### config.mk
export PLATFORM = sky130hd
export DESIGN_NAME = rci_reset_init
export DESIGN_NICKNAME = d
export VERILOG_FILES = /design/src/verilog/rci_pkg.sv /design/src/verilog/rci_reset_init.sv
export VERILOG_INCLUDE_DIRS = /design/src /design/src/verilog
export SDC_FILE = /design/constraint.sdc
export NUM_CORES = 1
export LEC_CHECK = 0
export BUFFER_PORTS_ARGS = -buffer_cell sky130_fd_sc_hd__buf_2
export CORE_MARGIN = 1.5
export CORE_UTILIZATION = 53
export DETAILED_ROUTE_END_ITERATION = 10
export PLACE_DENSITY = 0.74
export RECOVER_POWER = 25
export SYNTH_ARGS = -nofsm -noshare
export SYNTH_HDL_FRONTEND = slang
export SYNTH_SLANG_ARGS = --single-unit
export TNS_END_PERCENT = 50
### constraint.sdc
create_clock -name clk -period 2.17 [get_ports clk]
set_input_delay 0.217 -clock clk [delete_from_list [all_inputs] [get_ports clk]]
set_output_delay 0.217 -clock clk [all_outputs]
set_load 0.02 [all_outputs]
### src/verilog/rci_defs.svh
// register offsets, reset values, field positions and timing counts for reset cause block
`ifndef RCI_DEFS_SVH
`define RCI_DEFS_SVH

`define RCI_OFF_INDIRECT_DATA_PORT_PORT 8'h00
`define RCI_OFF_TIMER 8'h01
`define RCI_OFF_PC_LOW 8'h02
`define RCI_OFF_FLAGS 8'h03
`define RCI_OFF_POINTER 8'h04
`define RCI_OFF_PA_DATA 8'h05
`define RCI_OFF_PB_DATA 8'h06
`define RCI_OFF_PC_DATA 8'h07
`define RCI_OFF_PC_HIGH 8'h0A
`define RCI_OFF_INT_CTRL 8'h0B
`define RCI_OFF_ACCUM 8'h0C
`define RCI_OFF_PIN_CFG 8'h0D
`define RCI_OFF_CORE_SET 8'h81
`define RCI_OFF_PA_DIR 8'h85
`define RCI_OFF_PB_DIR 8'h86
`define RCI_OFF_PC_DIR 8'h87
`define RCI_OFF_PWR_CTRL 8'h8E

`define RCI_BIT_POWER_ON 1
`define RCI_BIT_TIME_OUT 4
`define RCI_BIT_POWER_DOWN 3
`define RCI_BIT_GIE 7

`define RCI_RST_PC_LOW 8'h00
`define RCI_RST_PC_HIGH 5'h00
`define RCI_RST_CORE_SET 8'hFF
`define RCI_RST_PA_DIR 5'h1F
`define RCI_RST_PB_DIR 8'hFF
`define RCI_RST_PC_DIR 8'hFF
`define RCI_INT_VECTOR 8'h04

`define RCI_CLK_HZ 125000000
`define RCI_PWRUP_DELAY_MS 72
`define RCI_PWRUP_DELAY_CYC ((`RCI_PWRUP_DELAY_MS * 64'd125000000 + 999) / 1000)
`define RCI_OSC_START_CYC 1024

`endif

### src/verilog/rci_pkg.sv
// types for the reset cause and initialisation block
`default_nettype none
package rci_pkg;
	typedef enum logic [1:0] {
		RCI_OSC_LOW_POWER,
		RCI_OSC_CRYSTAL,
		RCI_OSC_HIGH_SPEED,
		RCI_OSC_RES_CAP
	} rci_osc_mode_t;

	typedef enum logic [2:0] {
		RCI_EV_NONE,
		RCI_EV_POWER_ON,
		RCI_EV_EXT_RUN,
		RCI_EV_EXT_SLEEP,
		RCI_EV_WDOG_RUN,
		RCI_EV_WDOG_WAKE,
		RCI_EV_INT_WAKE
	} rci_event_t;
endpackage : rci_pkg
`default_nettype wire

### src/verilog/rci_reset_init.sv
// reset cause recording, start-up delays and register initialisation
//
// How it works
// - power-on clears power flag, else kept
// - crystal modes: 72ms plus 1024 periods
// - resistor-capacitor mode: only 72ms delay
// - power-on: pc zero, flags 0001 1xxx
// - external reset running: clear upper three flags
// - external reset sleeping: flags 0001 0uuu
// - watchdog reset: flags 0000 uuuu
// - watchdog wake: next instruction, clear both
// - interrupt wake: time-out set, power-down clear
// - interrupt wake with enable: vector after next
// - power-on sets time-out and power-down
// - pc low zero on resets, next on wake
// - pc high latch zero, kept on wake
// - interrupt control upper seven cleared on reset
// - core settings all ones on reset
// - group A direction all ones on reset
// - groups B, C direction all ones
// - data registers kept across non-power resets
// - unused power control bits read zero
// - delay select set disables 72ms delay
// - oscillator delay only crystal, after power-up and on wake
`include "rci_defs.svh"
`timescale 1ns/10ps
`default_nettype none

module rci_reset_init
	import rci_pkg::*;
#(
	parameter longint PWRUP_CYC = `RCI_PWRUP_DELAY_CYC,
	parameter int OSC_CYC = `RCI_OSC_START_CYC
) (
	// clock and reset
	input wire logic clk,
	input wire logic sys_rst,
	// reset events from the surrounding reset circuit
	input wire logic power_on_event,
	input wire logic external_reset_pin,
	input wire logic watchdog_event,
	input wire logic interrupt_wake,
	// core status
	input wire logic core_sleeping,
	input wire logic [7:0] next_pc,
	input wire logic [7:0] int_wake_flags,
	// configuration bits
	input wire logic power_up_delay_select,
	input wire rci_osc_mode_t osc_mode,
	// register port
	input wire logic [7:0] reg_addr,
	input wire logic [7:0] reg_wdata,
	input wire logic reg_wr,
	input wire logic reg_rd,
	output logic [7:0] reg_rdata,
	// core control
	output logic core_hold,
	output logic core_resume,
	output logic [7:0] pc_low,
	output logic [4:0] pc_high,
	output logic vector_pending
);

	////////////////////////////////////////////////////////////////////////
	// pin synchronisers: change counts once stages two and three agree
	logic [2:0] ext_sync_reg;
	logic [2:0] wdt_sync_reg;
	logic [2:0] int_sync_reg;
	logic ext_level_reg;
	logic wdt_level_reg;
	logic int_level_reg;

	always_ff @(posedge clk) begin
		if (sys_rst) begin
			ext_sync_reg <= 3'h0;
			wdt_sync_reg <= 3'h0;
			int_sync_reg <= 3'h0;
			ext_level_reg <= 1'b0;
			wdt_level_reg <= 1'b0;
			int_level_reg <= 1'b0;
		end else begin
			ext_sync_reg <= {ext_sync_reg[1:0], external_reset_pin};
			wdt_sync_reg <= {wdt_sync_reg[1:0], watchdog_event};
			int_sync_reg <= {int_sync_reg[1:0], interrupt_wake};
			if (ext_sync_reg[1] == ext_sync_reg[2])
				ext_level_reg <= ext_sync_reg[2];
			if (wdt_sync_reg[1] == wdt_sync_reg[2])
				wdt_level_reg <= wdt_sync_reg[2];
			if (int_sync_reg[1] == int_sync_reg[2])
				int_level_reg <= int_sync_reg[2];
		end
	end

	wire ext_rise = (ext_sync_reg[1] == ext_sync_reg[2]) & ext_sync_reg[2] & ~ext_level_reg;
	wire wdt_rise = (wdt_sync_reg[1] == wdt_sync_reg[2]) & wdt_sync_reg[2] & ~wdt_level_reg;
	wire int_rise = (int_sync_reg[1] == int_sync_reg[2]) & int_sync_reg[2] & ~int_level_reg;

	////////////////////////////////////////////////////////////////////////
	// event classification, power-on taken as sys_rst or the power event
	rci_event_t ev;
	wire por = sys_rst | power_on_event;
	assign ev = por ? RCI_EV_POWER_ON :
		ext_rise ? (core_sleeping ? RCI_EV_EXT_SLEEP : RCI_EV_EXT_RUN) :
		wdt_rise ? (core_sleeping ? RCI_EV_WDOG_WAKE : RCI_EV_WDOG_RUN) :
		(int_rise & core_sleeping) ? RCI_EV_INT_WAKE : RCI_EV_NONE;
	wire is_reset = (ev == RCI_EV_POWER_ON) | (ev == RCI_EV_EXT_RUN) |
		(ev == RCI_EV_EXT_SLEEP) | (ev == RCI_EV_WDOG_RUN);
	wire is_wake = (ev == RCI_EV_WDOG_WAKE) | (ev == RCI_EV_INT_WAKE);

	////////////////////////////////////////////////////////////////////////
	// start-up delay sequencer
	typedef enum logic [1:0] {RCI_ST_RUN, RCI_ST_PWRUP, RCI_ST_OSC} rci_seq_t;
	rci_seq_t seq_reg, seq_next;
	logic [31:0] cnt_reg, cnt_next;
	wire crystal = (osc_mode != RCI_OSC_RES_CAP);
	wire pwrup_on = ~power_up_delay_select;
	localparam logic [31:0] PWRUP_LAST = 32'(PWRUP_CYC - 1);
	localparam logic [31:0] OSC_LAST = 32'(OSC_CYC - 1);

	always_comb begin
		seq_next = seq_reg;
		cnt_next = cnt_reg + 32'h1;
		if (ev == RCI_EV_POWER_ON) begin
			cnt_next = 32'h0;
			if (pwrup_on)
				seq_next = RCI_ST_PWRUP;
			else if (crystal)
				seq_next = RCI_ST_OSC;
			else
				seq_next = RCI_ST_RUN;
		end else if (is_wake) begin
			cnt_next = 32'h0;
			seq_next = crystal ? RCI_ST_OSC : RCI_ST_RUN;
		end else begin
			unique case (seq_reg)
				RCI_ST_RUN: cnt_next = 32'h0;
				RCI_ST_PWRUP: if (cnt_reg >= PWRUP_LAST) begin
					cnt_next = 32'h0;
					seq_next = crystal ? RCI_ST_OSC : RCI_ST_RUN;
				end
				RCI_ST_OSC: if (cnt_reg >= OSC_LAST) begin
					cnt_next = 32'h0;
					seq_next = RCI_ST_RUN;
				end
			endcase
		end
	end

	always_ff @(posedge clk) begin
		seq_reg <= seq_next;
		cnt_reg <= cnt_next;
	end

	////////////////////////////////////////////////////////////////////////
	// registers
	logic [7:0] flags_reg, int_ctrl_reg, core_set_reg, pb_dir_reg, pc_dir_reg;
	logic [7:0] accum_reg, timer_reg, pointer_reg, pb_data_reg, pc_data_reg;
	logic [4:0] pa_dir_reg, pa_data_reg;
	logic power_on_flag_reg, vec_reg, resume_reg;

	wire wr_hit = reg_wr & ~is_reset & ~is_wake;
	wire wr_flags = wr_hit & (reg_addr == `RCI_OFF_FLAGS);
	wire wr_pwr = wr_hit & (reg_addr == `RCI_OFF_PWR_CTRL);
	wire wr_int = wr_hit & (reg_addr == `RCI_OFF_INT_CTRL);
	wire wr_pcl = wr_hit & (reg_addr == `RCI_OFF_PC_LOW);
	wire wr_pch = wr_hit & (reg_addr == `RCI_OFF_PC_HIGH);
	wire global_interrupt_enable = int_ctrl_reg[`RCI_BIT_GIE];

	// flags: bits 4 and 3 are hardware owned, software writes the rest
	logic [7:0] flags_next;
	always_comb begin
		flags_next = flags_reg;
		if (wr_flags)
			flags_next = {reg_wdata[7:5], flags_reg[4:3], reg_wdata[2:0]};
		unique case (ev)
			RCI_EV_POWER_ON: flags_next = {3'h0, 2'b11, flags_reg[2:0]};
			RCI_EV_EXT_RUN: flags_next = {3'h0, flags_reg[4:0]};
			RCI_EV_EXT_SLEEP: flags_next = {3'h0, 2'b10, flags_reg[2:0]};
			RCI_EV_WDOG_RUN: flags_next = {4'h0, flags_reg[3:0]};
			RCI_EV_WDOG_WAKE: flags_next = {flags_reg[7:5], 2'b00, flags_reg[2:0]};
			RCI_EV_INT_WAKE: flags_next = {flags_reg[7:5], 2'b10, flags_reg[2:0]};
			default: ;
		endcase
	end

	always_ff @(posedge clk) begin
		flags_reg <= flags_next;
		if (ev == RCI_EV_POWER_ON)
			power_on_flag_reg <= 1'b0;
		else if (wr_pwr)
			power_on_flag_reg <= reg_wdata[`RCI_BIT_POWER_ON];
		if (is_reset) begin
			pc_low <= `RCI_RST_PC_LOW;
			pc_high <= `RCI_RST_PC_HIGH;
			int_ctrl_reg <= {7'h00, int_ctrl_reg[0]};
			core_set_reg <= `RCI_RST_CORE_SET;
			pa_dir_reg <= `RCI_RST_PA_DIR;
			pb_dir_reg <= `RCI_RST_PB_DIR;
			pc_dir_reg <= `RCI_RST_PC_DIR;
			vec_reg <= 1'b0;
		end else if (is_wake) begin
			pc_low <= next_pc;
			int_ctrl_reg <= int_ctrl_reg | int_wake_flags;
			vec_reg <= (ev == RCI_EV_INT_WAKE) & global_interrupt_enable;
		end else begin
			if (wr_pcl)
				pc_low <= reg_wdata;
			if (wr_pch)
				pc_high <= reg_wdata[4:0];
			if (wr_int)
				int_ctrl_reg <= reg_wdata;
			if (wr_hit && reg_addr == `RCI_OFF_CORE_SET)
				core_set_reg <= reg_wdata;
			if (wr_hit && reg_addr == `RCI_OFF_PA_DIR)
				pa_dir_reg <= reg_wdata[4:0];
			if (wr_hit && reg_addr == `RCI_OFF_PB_DIR)
				pb_dir_reg <= reg_wdata;
			if (wr_hit && reg_addr == `RCI_OFF_PC_DIR)
				pc_dir_reg <= reg_wdata;
			// one instruction runs first, then the vector is taken
			if (vec_reg && seq_reg == RCI_ST_RUN && wr_pcl)
				vec_reg <= 1'b0;
		end
	end

	// data registers: no reset term at all, so every reset keeps them
	always_ff @(posedge clk) begin
		if (wr_hit && reg_addr == `RCI_OFF_ACCUM)
			accum_reg <= reg_wdata;
		if (wr_hit && reg_addr == `RCI_OFF_TIMER)
			timer_reg <= reg_wdata;
		if (wr_hit && reg_addr == `RCI_OFF_POINTER)
			pointer_reg <= reg_wdata;
		if (wr_hit && reg_addr == `RCI_OFF_PA_DATA)
			pa_data_reg <= reg_wdata[4:0];
		if (wr_hit && reg_addr == `RCI_OFF_PB_DATA)
			pb_data_reg <= reg_wdata;
		if (wr_hit && reg_addr == `RCI_OFF_PC_DATA)
			pc_data_reg <= reg_wdata;
	end

	////////////////////////////////////////////////////////////////////////
	// read port, one cycle latency
	logic [7:0] rd_mux;
	always_comb begin
		unique case (reg_addr)
			`RCI_OFF_ACCUM: rd_mux = accum_reg;
			`RCI_OFF_TIMER: rd_mux = timer_reg;
			`RCI_OFF_PC_LOW: rd_mux = pc_low;
			`RCI_OFF_FLAGS: rd_mux = flags_reg;
			`RCI_OFF_POINTER: rd_mux = pointer_reg;
			`RCI_OFF_PA_DATA: rd_mux = {3'h0, pa_data_reg};
			`RCI_OFF_PB_DATA: rd_mux = pb_data_reg;
			`RCI_OFF_PC_DATA: rd_mux = pc_data_reg;
			`RCI_OFF_PC_HIGH: rd_mux = {3'h0, pc_high};
			`RCI_OFF_INT_CTRL: rd_mux = int_ctrl_reg;
			`RCI_OFF_PIN_CFG: rd_mux = {5'h00, seq_reg != RCI_ST_RUN, osc_mode};
			`RCI_OFF_CORE_SET: rd_mux = core_set_reg;
			`RCI_OFF_PA_DIR: rd_mux = {3'h0, pa_dir_reg};
			`RCI_OFF_PB_DIR: rd_mux = pb_dir_reg;
			`RCI_OFF_PC_DIR: rd_mux = pc_dir_reg;
			`RCI_OFF_PWR_CTRL: rd_mux = {6'h00, power_on_flag_reg, 1'b0};
			default: rd_mux = 8'h00;
		endcase
	end

	always_ff @(posedge clk) begin
		if (sys_rst) begin
			reg_rdata <= 8'h00;
			core_hold <= 1'b1;
			resume_reg <= 1'b0;
			core_resume <= 1'b0;
			vector_pending <= 1'b0;
		end else begin
			reg_rdata <= reg_rd ? rd_mux : 8'h00;
			core_hold <= (seq_next != RCI_ST_RUN) | is_reset;
			resume_reg <= is_wake;
			core_resume <= resume_reg;
			vector_pending <= vec_reg;
		end
	end

endmodule : rci_reset_init
`default_nettype wire

==> Yosys cells after proc, flatten, opt, wreduce, memory -nomap -nowiden <==
Cells that the tools add are included.
{ "word_totals": {"ff_bits": 163, "latch_bits": 0, "mem_bits_rw": 0, "romBits": 0, "in_bits": 44, "output_inout_bits": 24, "word_cells": 156, "mem_count": 0} }
{ "op_classes": {"addsub": 1, "mul": 0, "n_div": 0, "order_cmp": 2, "eq_ne": 28, "shift": 0, "muxes": 25, "bitwise_logic": 34, "n_reduce_logical": 33} }
{ "ops": {"columns": ["cell", "n"], "rows": [
  ["$pmux 8 s16", 1],
  ["$pmux 32 s3", 1],
  ["$mux 32", 2],
  ["$pmux 8 s6", 1],
  ["$eq 8x8->1 const B", 5],
  ["$mux 8", 5],
  ["$add 32x1->32 const B", 1],
  ["$eq 8x3->1 const B", 4],
  ["$eq 8x4->1 const B", 4],
  ["$ge 32x10->1 const B", 1],
  ["$ge 32x24->1 const B", 1],
  ["$eq 8x2->1 const B", 2],
  ["$and 1x1->1", 15],
  ["$reduce_and 2->1", 7],
  ["$logic_and 1x1->1", 12],
  ["$mux 2", 6],
  ["$mux 3", 4],
  ["$not 1->1", 12],
  ["$reduce_bool 2->1", 5],
  ["$reduce_bool 5->1", 2],
  ["$eq 3x3->1 const B", 3],
  ["$eq 8x1->1 const B", 1],
  ["$or 8x8->8", 1],
  ["$reduce_and 7->1", 1],
  ["other kinds (13)", 26]
]} }

==> Logic depth before layout (Yosys ltp) <==
Gate-level depths: netlist (run 1).
{ "depth": {"ltp_word": 19, "mapped_depth": 9, "mapped_depth_nobuf": 8} }

==> Worst setup path before layout (run 1) <==
Ideal clock, no wire load.
{ "synth_path": {"path_kind": "reg2reg", "from": "register int_sync_reg[1]", "to": "register pb_data_reg[0] (enable)", "setup_ns": 0.383, "arrival_time_ns": 1.940, "t_required_ns": 1.787, "path_slack_ns": -0.154, "path_stages_with_launch": 6, "path_buffers": 0, "synth_period_minus_slack_ns": 2.324, "cell_sequence": "dfxtp_1 -> ha_1 -> nor2b_1 -> a2111oi_4 -> nand2_2 -> nor3_1"} }
{ "synth_via": {"elab_chain_len": 16, "word_cells_on_any_way": 23, "classes_between": "eq/ne (7); mux (4); bitwise (11); reduce/logical (1)"} }
{ "synth_lines": {"columns": ["item", "line", "text"], "rows": [
  ["start, declared", "rci_reset_init.sv:68", "logic [2:0] int_sync_reg;"],
  ["start signal, assigned", "rci_reset_init.sv:84", "int_sync_reg <= {int_sync_reg[1:0], interrupt_wake};"],
  ["$eq 1x1->1 *", "rci_reset_init.sv:96", "wire int_rise = (int_sync_reg[1] == int_sync_reg[2]) & int_sync_reg[2] & ~int_level_reg;"],
  ["$and 1x1->1 * (2 in series)", "rci_reset_init.sv:96", null],
  ["$and 1x1->1 *", "rci_reset_init.sv:105", "(int_rise & core_sleeping) ? RCI_EV_INT_WAKE : RCI_EV_NONE;"],
  ["$mux 3 *", "rci_reset_init.sv:105", null],
  ["$mux 3 *", "rci_reset_init.sv:104", "wdt_rise ? (core_sleeping ? RCI_EV_WDOG_WAKE : RCI_EV_WDOG_RUN) :"],
  ["$mux 3 *", "rci_reset_init.sv:103", "ext_rise ? (core_sleeping ? RCI_EV_EXT_SLEEP : RCI_EV_EXT_RUN) :"],
  ["$mux 3 *", "rci_reset_init.sv:102", "assign ev = por ? RCI_EV_POWER_ON :"],
  ["$eq 3x1->1 / $eq 3x2->1 (equally long branches)", "rci_reset_init.sv:106", "wire is_reset = (ev == RCI_EV_POWER_ON) | (ev == RCI_EV_EXT_RUN) |"],
  ["$or 1x1->1 (2 in series)", "rci_reset_init.sv:106", null],
  ["$or 1x1->1", "rci_reset_init.sv:107", "(ev == RCI_EV_EXT_SLEEP) | (ev == RCI_EV_WDOG_RUN);"],
  ["$not 1->1", "rci_reset_init.sv:161", "wire wr_hit = reg_wr & ~is_reset & ~is_wake;"],
  ["$and 1x1->1", "rci_reset_init.sv:161", null],
  ["$and 1x1->1 *", "rci_reset_init.sv:161", null],
  ["$logic_and 1x1->1 (no source line) *", null, null],
  ["end signal, assigned", "rci_reset_init.sv:237", "pb_data_reg <= reg_wdata;"],
  ["end, declared", "rci_reset_init.sv:157", "logic [7:0] accum_reg, timer_reg, pointer_reg, pb_data_reg, pc_data_reg;"]
]} }
Mark *: on every way between the ends. The rest lies on a longest branch, timed or not.
A chain may end at the register's enable or synchronous reset.

==> Worst setup path in the final report (run 1) <==
{ "layout_path": {"from": "register int_sync_reg[1]", "to": "register pc_data_reg[3] (enable)"} }
{ "layout_via": {"elab_chain_len": 16, "word_cells_on_any_way": 23, "classes_between": "eq/ne (7); mux (4); bitwise (11); reduce/logical (1)"} }
{ "layout_lines": {"columns": ["item", "line", "text"], "rows": [
  ["$eq 1x1->1 *", "rci_reset_init.sv:96", null],
  ["$and 1x1->1 * (2 in series)", "rci_reset_init.sv:96", null],
  ["$and 1x1->1 *", "rci_reset_init.sv:105", null],
  ["$mux 3 *", "rci_reset_init.sv:105", null],
  ["$mux 3 *", "rci_reset_init.sv:104", null],
  ["$mux 3 *", "rci_reset_init.sv:103", null],
  ["$mux 3 *", "rci_reset_init.sv:102", null],
  ["$eq 3x1->1 / $eq 3x2->1 (equally long branches)", "rci_reset_init.sv:106", null],
  ["$or 1x1->1 (2 in series)", "rci_reset_init.sv:106", null],
  ["$or 1x1->1", "rci_reset_init.sv:107", null],
  ["$not 1->1", "rci_reset_init.sv:161", null],
  ["$and 1x1->1", "rci_reset_init.sv:161", null],
  ["$and 1x1->1 *", "rci_reset_init.sv:161", null],
  ["$logic_and 1x1->1 (no source line) *", null, null],
  ["end signal, assigned", "rci_reset_init.sv:239", "pc_data_reg <= reg_wdata;"],
  ["end, declared", "rci_reset_init.sv:157", null]
]} }
Marks and branches as above.

==> summary.md, run 1 <==
| Metric | Value |
|---|---|
| Sequential share of the synthesized area | 53.97% |
| Post-synth EDFFs | 54 |
| Vias in the first global route | 5,591 |
| Cell Area, Placed | 7881 um2 |
| Flop-to-flop setup slack | 0.08 ns |
| Fin cells | 988 |
| Max-cap check violation count | 0 |
| Area of the multi-input gates | 3158 um2 |
| Crit-path cells | ha_1 -> nor2b_2 -> a2111oi_4 -> nand2_2 -> buf_6 -> nor3_2 -> buf_6 |
| Worst-path clk slew | 0.06 ns |
| Peak supply drop | 0.5415 mV |
| Lkg Pwr | 0.003416 uW |
| Post-synth top area share | 30.96% |
| Hold path endpoint | int_sync_reg[0] |
| Synth warn | 0 |
| Final critical-path share of the clock period | 96.50% |
| Final setup vio count | 0 |
| GRT Residual Overflow | 0 |
| Distinct cells, synth | 63 |
| Cell taking the most area after synthesis | dfxtp_1 |
| Drt via density | 5.949 |
| Vias | 5,878 |
| WS Path Type | flop to flop |
| Synthesized area | 7048 um2 |
| Fin Hold WS | 0.01028 ns |
| Count leader, synth | dfxtp_1 |
| Worst Skew | 0.008291 ns |
| Top post-synthesis cells by area | dfxtp_1, edfxtp_1, mux2i_1 |
| Hold Violations, Final | 0 |
| Clk_lat worst skew | 0.43 ns |
| Max-slew headroom | 33.98% |
| Port bufs | 67 |
| Total Routed Length | 18.74 mm |
| Fmax | 477.5 MHz |
| Detailed Route Iter0 Violations | 616 |
| Post-layout instance area | 8532 um2 |
| Layout Nets | 854 |
| Die Wd | 118.3 um |
| First-pass GRT wire length | 30.01 mm |
| Highest cell delay on the worst timing path | 0.39 ns |
| Initial antenna violation count | 0 |
| Asr flop ratio synth | 0% |
| DP Worst Slack | -0.08864 ns |
| DRC viols | 0 |
| Max reg flops | 32 |
| Critical Path RT | 2.30 ns |
| Setup Buffers After CTS | 0 |
| Sink Count | 163 |
| Antenna Cells | 0 |
| RR Endpoint | pc_data_reg[3] |
| RSZ-0062 raised after global routing | yes |
| Number of fill cells | 972 |
| Commonest cells in the synthesized netlist | dfxtp_1, nand2_1, nand3_1 |
| Clk buf depth | 2 |
| Power density over cell area | 759.9 nW/um2 |
| Root buffer cell | clkbuf_16 |
| GP Congestion | 0.9522 |
| Hold Path Class | input pin to flop |
| Worst hold stages | 2 |
| Max FO, Critical Path | 8 |
| Slowest-stage cell, CP | a2111oi_4 |
| Period minus WS final | 2.094 ns |
| Arrival @ worst endpoint | 2.23 ns |
| #FFs+latches synth | 163 |
| Worst setup margin | 0.07593 ns |
| Hold Path Origin | interrupt_wake |
| Dpl hpwl | 13.33 mm |
| IO Pins | 68 |
| DIE AREA | 14,000 um2 |
| Post-synth top flop | dfxtp_1 |
| Die Height | 118.3 um |
| Cells after DPL | 955 |
| WL/cell | 18.97 um |
| Run status | finished clean |
| Total GRT Usage | 27.91% |
| Worst Tran Pin Value | 0.9903 ns |
| Core Area | 12,770 um2 |
| Worst flop-to-flop path startpoint | int_sync_reg[1] |
| Row count | 41 |
| Startpoint types | flop |
| Final Max Tran Viols | 0 |
| CP dominant cell by count | buf_6 |
| Worst r2r path cells | 7 |
| CTS Buf Count | 17 |
| Drt first pass iters | 5 |
| CTS H-tree lvls | 4 |
| Area grow syn2layout | 21.05% |
| Antenna Nets Post-Route | 0 |
| Final core utilization | 66.79% |
| Initial Utilization | 55.18% |
| Storage cell area | 3804 um2 |
| Post-Syn Instances | 691 |
| Largest net degree at the start of global routing | 30 |
| Mean Syn Cell Area | 10.20 um2 |
| Critical path endpoint category | flop |
| Layout cells sized above 1 | 23.16% |
| TritonCTS clock tree | yes |
-- worst max path at each step --
| stage | end | cells after the start | from | slack, ns |
|---|---|---|---|---|
| global route | power_on_flag_reg | 7 | int_sync_reg[1] | -0.06 |
| finish | pc_data_reg[3] | 7 | int_sync_reg[1] | 0.08 |
| CTS | pb_data_reg[3] | 7 | ext_sync_reg[1] | 0.03 |
| floorplan | pb_data_reg[0] | 5 | int_sync_reg[1] | -0.15 |
| detailed placement | int_ctrl_reg[5] | 8 | ext_sync_reg[2] | -0.09 |
| global placement | reg_rdata[3] | 6 | reg_addr[0] | 0.01 |
-- where the power goes --
group	switching, uW	internal, uW	leakage [uW]
combinational	254	140	0.00175
clock	1210	1690	0.000285
sequential	11.5	3180	0.00138
-- layer usage --
| metal | routed length, um | share of wire [%] | global-route usage (%) |
|---|---|---|---|
| met1 | 7821 | 42 | 36.93 |
| met2 | 8750 | 47 | 44.22 |
| met3 | 1619 | 8.6 | 6.419 |
| met4 | 549 | 2.9 | 11.43 |
| met5 | 0 | 0 | 0 |
-- per-stage QoR --
step / setup TNS, ns / power, uW
2_1_floorplan: -2.460 / 3450
3_5_place_dp: -0.6189 / 3635
5_1_grt: -0.6440 / 6673
4_1_cts: 0 / 6492
6_report: 0 / 6483
3_3_place_gp: 0 / 3622
-- cell families after synthesis --
group           Yosys count  share of synthesized area [%]
mux                      46                          7.066
compound gates          108                          10.55
flops                   163                          53.97
fa+ha+maj                 7                          1.243
simple gates            307                          22.15
buf+inv                  38                          2.361
xor+xnor                 21                          2.610
other cells               1                        0.05321
-- timing repair --
item | CTS | global route
pin swaps | 1 | 2
gates resized for setup | 4 | 13
hold buffers | 1 | 0
hold endpoints to repair | 1 | 0
setup endpoints to repair | 27 | 67
-- cell type report --
cell class | count | area share [%]
clock buffers | 22 | 6.057
clock inverters | 10 | 0.8212
inverters | 6 | 0.2640
multi-input cells | 497 | 37.01
flip-flops and latches | 163 | 44.58
well taps | 172 | 2.522
repair buffers | 118 | 8.740
-- critical path: cells and delay by family, from the launching register on --
| family | cells | cell delay, ns |
|---|---|---|
| adder cells (fa/ha/maj) | 1 | 0.20 |
| AND/OR/NAND/NOR | 3 | 0.56 |
| AO/OA/AOI/OAI | 1 | 0.39 |
| buffers and inverters | 2 | 0.35 |
| flip-flops | 1 | 0.31 |
-- layout by cell type, fill, tap and decap left out, types with 4 or more instances in the layout --
cell and instances:
buf_2 61, nand4_1 4, o21ai_0 26, a221oi_1 4
mux2i_1 34, mux2_2 10, inv_1 5, nor2_1 45
conb_1 8, nor4_1 4, ha_1 7, nand2b_1 7
o22ai_1 4, nor3_2 5, dfxtp_1 109, nand2_1 89
o221a_2 7, a21oi_1 21, nor2b_1 16, nand3_1 54
and3_1 11, xor2_1 11, clkbuf_1 7, xnor2_1 10
a22oi_1 8, edfxtp_1 54, nor4b_1 4, buf_4 44
a31oi_1 12, clkbuf_16 19, and2_1 8, nor3_1 30
Power figures use the tool's default switching activity.
==> run 2, diff against run 1 <==
--- a/config.mk
+++ b/config.mk
@@ -10,7 +10,7 @@
 export CORE_MARGIN = 1.5
 export CORE_UTILIZATION = 53
 export DETAILED_ROUTE_END_ITERATION = 10
-export PLACE_DENSITY = 0.74
+export PLACE_DENSITY = 0.86
 export RECOVER_POWER = 25
 export SYNTH_ARGS = -nofsm -noshare
 export SYNTH_HDL_FRONTEND = slang
==> summary.md, run 2 (same netlist as run 1, synthesis figures left out) <==
| Metric | Value |
|---|---|
| Run status | finished clean |
| Hold Violations, Final | 0 |
| Flop-to-flop setup slack | 0.08 ns |
| Max-slew headroom | 39.34% |
| Clk_lat worst skew | 0.42 ns |
| Max reg flops | 32 |
| Setup TNS | 0 ns |
| Total Routed Length | 18.57 mm |
| First-pass GRT wire length | 29.19 mm |
| Worst Tran Pin Value | 0.9099 ns |
| Row count | 41 |
| Detailed Route Iter0 Violations | 495 |
| WS Path Type | flop to flop |
| GP Congestion | 0.9547 |
| CP dominant cell by count | buf_4 |
| Final setup vio count | 0 |
| Final Max Tran Viols | 0 |
| RR Endpoint | int_ctrl_reg[2] |
| Met3 wire length | 1.685 mm |
| Top cell family by delay on the critical path | compound AO/OA/AOI/OAI gates |
| DIE AREA | 14,000 um2 |
| Initial Utilization | 55.18% |
| Worst hold stages | 2 |
| Worst path buffer plus inverter count | 3 |
| Worst r2r path cells | 10 |
| Power density over cell area | 765.9 nW/um2 |
| Core Area | 12,770 um2 |
| Area of the multi-input gates | 3156 um2 |
| Critical Path RT | 2.48 ns |
| Most common cell after layout, fill and taps aside | dfxtp_1 |
| Arrival @ worst endpoint | 2.40 ns |
| Hold Path Class | input pin to flop |
| TritonCTS clock tree | yes |
| Period minus WS final | 2.094 ns |
| Port bufs | 67 |
| Area grow syn2layout | 22.49% |
| Fmax | 477.5 MHz |
| M1 WL | 8.181 mm |
| Final critical-path share of the clock period | 96.50% |
| Hold Path Origin | interrupt_wake |
| Lkg Pwr | 0.003478 uW |
| Slowest-stage cell, CP | dfxtp_1 |
| WL/cell | 18.52 um |
| Storage cell area | 3804 um2 |
| GRT Residual Overflow | 0 |
| Final Power | 6612 uW |
| Hold path endpoint | int_sync_reg[0] |
| Met2 wire len | 8.277 mm |
| Highest cell delay on the worst timing path | 0.32 ns |
| Crit-path cells | ha_1 -> nor2b_2 -> a2111oi_4 -> buf_4 -> and2_4 -> buf_4 -> buf_4 -> a21oi_4 -> nor2_2 -> o221a_2 |
| Root buffer cell | clkbuf_16 |
| Drt first pass iters | 5 |
| CTS Buf Count | 17 |
| Total GRT Usage | 27.10% |
| DRC viols | 0 |
| Max-cap check violation count | 0 |
| Vias in the first global route | 5,612 |
| Initial antenna violation count | 0 |
| Clk buf depth | 2 |
| Worst flop-to-flop path startpoint | wdt_sync_reg[2] |
| Worst-path clk slew | 0.06 ns |
| IO Pins | 68 |
| Largest net degree at the start of global routing | 26 |
| Layout Nets | 869 |
| Most frequent cells in the layout | dfxtp_1, nand2_1, buf_4 |
| Peak supply drop | 0.5910 mV |
| Max FO, Critical Path | 8 |
| Layout cells sized above 1 | 23.35% |
| Antenna Cells | 0 |
| Sink Count | 163 |
| Number of fill cells | 926 |
| Dpl hpwl | 13.04 mm |
| Vias | 5,902 |
| Critical path endpoint category | flop |
| Die Wd | 118.3 um |
| Startpoint types | flop |
| Die Height | 118.3 um |
| Antenna Nets Post-Route | 0 |
| CTS H-tree lvls | 4 |
| Worst Skew | 0.01178 ns |
| DR top layer | met4 |
| Drt via density | 5.884 |
==> run 2: cell types whose count changed in the layout (fill, tap and decap cells not counted), moves of 2 or more <==
cell	change
buf_12	-2
buf_2	-3
buf_4	+17
clkbuf_1	+7
clkinvlp_4	-3
nor2b_2	-2
nor2b_4	+2
nor3_2	+2
==> run 2: area by class of cell <==
cell class / instances / area share, %
flip-flops and latches: 163 / 44.06
multi-input cells: 497 / 36.55
repair buffers: 133 / 9.609
clock buffers: 26 / 6.290
well taps: 172 / 2.493
clock inverters: 6 / 0.7391
inverters: 6 / 0.2609
==> run 2: worst max path at each step <==
stage / slack (ns) / from / cells past startpoint / end
6_report: 0.08 / wdt_sync_reg[2] / 10 / int_ctrl_reg[2]
5_1_grt: -0.04 / ext_sync_reg[1] / 9 / cnt_reg[10]
4_1_cts: -0.004 / wdt_sync_reg[1] / 10 / int_ctrl_reg[2]
3_5_place_dp: -0.27 / int_sync_reg[2] / 10 / int_ctrl_reg[2]
3_3_place_gp: -0.17 / int_sync_reg[1] / 10 / int_ctrl_reg[1]
2_1_floorplan: -0.15 / int_sync_reg[1] / 5 / pb_data_reg[0]
==> run 2: through the flow <==
step	setup slack (ns)	hold WS [ns]	std cells	utilization (%)	cell area, um2
4_1_cts	-0.004305	0.01199	1003	67.37	8606
3_3_place_gp	-0.1652	0.4209	969	62.33	7961
6_report	0.07591	0.02179	1003	67.59	8633
2_1_floorplan	-0.1538	0.2886	698	-	7074
5_1_grt	-0.03872	0.01036	1003	67.59	8633
3_5_place_dp	-0.2712	0.4285	969	62.33	7961
==> run 2: timing repair <==
action,4_1_cts,5_1_grt
cloned,0,0
hold buffers,1,0
pin swaps,0,3
endpoints found under the setup margin,15,121
hold endpoints to repair,1,0
setup buffers,1,0
resized for setup,5,12
==> run 2: layer usage <==
metal	up-vias	global-route usage, %
li1	2771	-
met1	2772	36.74
met2	324	41.57
met3	35	7.336
met4	0	10.06
met5	-	0
==> run 2: power breakdown <==
part           internal, uW  total, uW  switching [uW]
Sequential             3180       3190            11.7
Clock                  1850       3020            1170
Combinational           148        402             254
==> run 3, diff against run 2 <==
--- a/config.mk
+++ b/config.mk
@@ -10,7 +10,7 @@
 export CORE_MARGIN = 1.5
 export CORE_UTILIZATION = 53
 export DETAILED_ROUTE_END_ITERATION = 10
-export PLACE_DENSITY = 0.86
+export PLACE_DENSITY_LB_ADDON = 0.25
 export RECOVER_POWER = 25
 export SYNTH_ARGS = -nofsm -noshare
 export SYNTH_HDL_FRONTEND = slang
==> summary.md, run 3 (same netlist as run 1, synthesis figures left out) <==
| Metric | Value |
|---|---|
| Run status | finished clean |
| Vias | 5,827 |
| Drt via density | 5.880 |
| Period minus WS final | 2.102 ns |
| RSZ-0062 raised after global routing | yes |
| Layout Nets | 857 |
| Hold Violations, Final | 0 |
| Gate power share | 5.8% |
| Area grow syn2layout | 23.15% |
| Final critical-path share of the clock period | 96.85% |
| Vias in the first global route | 5,631 |
| GP Congestion | 0.9220 |
| WS Path Type | flop to flop |
| IO Pins | 68 |
| Setup TNS | 0 ns |
| Fmax | 475.8 MHz |
| Max FO, Critical Path | 5 |
| Number of fill cells | 965 |
| Clk buf depth | 2 |
| Dpl hpwl | 13.27 mm |
| Detailed Route Iter0 Violations | 590 |
| Total Routed Length | 18.73 mm |
| Switching power total | 1480 uW |
| Max-cap check violation count | 0 |
| Power density over cell area | 792.4 nW/um2 |
| Flop pwr share | 46.4% |
| Port bufs | 67 |
| Most common cell after layout, fill and taps aside | dfxtp_1 |
| Arrival @ worst endpoint | 2.24 ns |
| Layout cells sized above 1 | 23.57% |
| Max-slew headroom | 37.41% |
| Critical path endpoint category | flop |
| Worst Tran Pin Value | 0.9389 ns |
| Core Area | 12,770 um2 |
| Max reg flops | 32 |
| Row count | 41 |
| Total GRT Usage | 27.39% |
| Storage cell area | 3807 um2 |
| Initial Utilization | 55.18% |
| Peak supply drop | 0.6639 mV |
| Die Wd | 118.3 um |
| Cell internal pwr | 5398 uW |
| Antenna Cells | 0 |
| Final core utilization | 67.95% |
| Sink Count | 163 |
| CTS Buf Count | 17 |
| Root buffer cell | clkbuf_16 |
| Die Height | 118.3 um |
| Clock share of power | 47.9% |
| Final setup vio count | 0 |
| Hold Path Class | input pin to flop |
| Fin Hold WS | 0.01369 ns |
| Area of the multi-input gates | 3204 um2 |
| Final Max Tran Viols | 0 |
| Critical Path RT | 2.31 ns |
| GRT Residual Overflow | 0 |
| DRC viols | 0 |
| WL/cell | 18.90 um |
| Sw Ratio | 21.52% |
| Lkg Pwr | 0.003481 uW |
| Largest net degree at the start of global routing | 37 |
| Antenna Nets Post-Route | 0 |
| Worst-path clk slew | 0.06 ns |
| CTS H-tree lvls | 4 |
| TritonCTS clock tree | yes |
| DIE AREA | 14,000 um2 |
| Clk_lat worst skew | 0.43 ns |
| Most frequent cells in the layout | dfxtp_1, nand2_1, buf_2 |
| Drt first pass iters | 5 |
| First-pass GRT wire length | 29.73 mm |
| Startpoint types | flop |
| Worst Skew | 0.009467 ns |
| Initial antenna violation count | 0 |
[run 3: changes by cell type in the layout (fill, tap and decap cells not counted), sizes merged]
cell and delta:
buf -12, clkbuf -2, bufinv +1, inv +1
[run 3: power groups by stage]
| stage | clock network (uW) | registers (uW) | logic (uW) |
|---|---|---|---|
| after floorplan | 0 | 3250 | 196 |
| after global placement | 0 | 3250 | 367 |
| after detailed placement | 0 | 3260 | 375 |
| after CTS | 3310 | 3190 | 386 |
| after global routing | 3430 | 3190 | 425 |
| final | 3290 | 3190 | 396 |
[run 3: critical path: stages, from the launching register on]
cell and delay, ns:
dfxtp_2 0.33, ha_4 0.16, nor2b_4 0.13, a2111oi_4 0.33
buf_4 0.19, nand2_2 0.09, buf_4 0.18, nor3_4 0.21
buf_4 0.19
[run 3: routing by layer]
layer / wire (um) / share of wire, % / global-route usage (%)
met2: 8777 / 47 / 44.33
met4: 468 / 2.5 / 9.604
met3: 1574 / 8.4 / 5.936
met1: 7907 / 42 / 36.29
met5: 0 / 0 / 0
[run 3: final cells by class]
cell class / count / area share [%]
timing repair buffer: 121 / 8.750
clock inverter: 8 / 1.182
multi-input combinational: 497 / 36.92
inverter: 6 / 0.2595
clock buffer: 24 / 6.545
tap: 172 / 2.479
sequential: 163 / 43.87
[run 3: worst paths after layout]
path	from	to	slack, ns	depth (start not counted)
setup / recovery	int_sync_reg[1]	pa_data_reg[4]	0.07	8
hold / removal	watchdog_event	wdt_sync_reg[0]	0.01	2
setup reg to reg	int_sync_reg[1]	pa_data_reg[4]	0.07	8
hold reg to reg	ext_sync_reg[0]	ext_sync_reg[1]	0.44	1
[run 3: what timing repair did]
item	4_1_cts	5_1_grt
buffers inserted	2	0
endpoints found under the setup margin	101	116
pin swaps	2	2
endpoints found under the hold margin	1	0
hold buffers	1	0
resized for setup	4	28
[run 3: stage by stage]
stage	cell area, um2	total power, uW	setup WS, ns	cells
floorplan	7074	3450	-0.1538	698
CTS	8586	6888	0.002991	991
finish	8680	6878	0.06834	991
global placement	7876	3620	-0.04459	956
detailed placement	7876	3631	-0.1126	956
global route	8680	7050	-0.04269	991
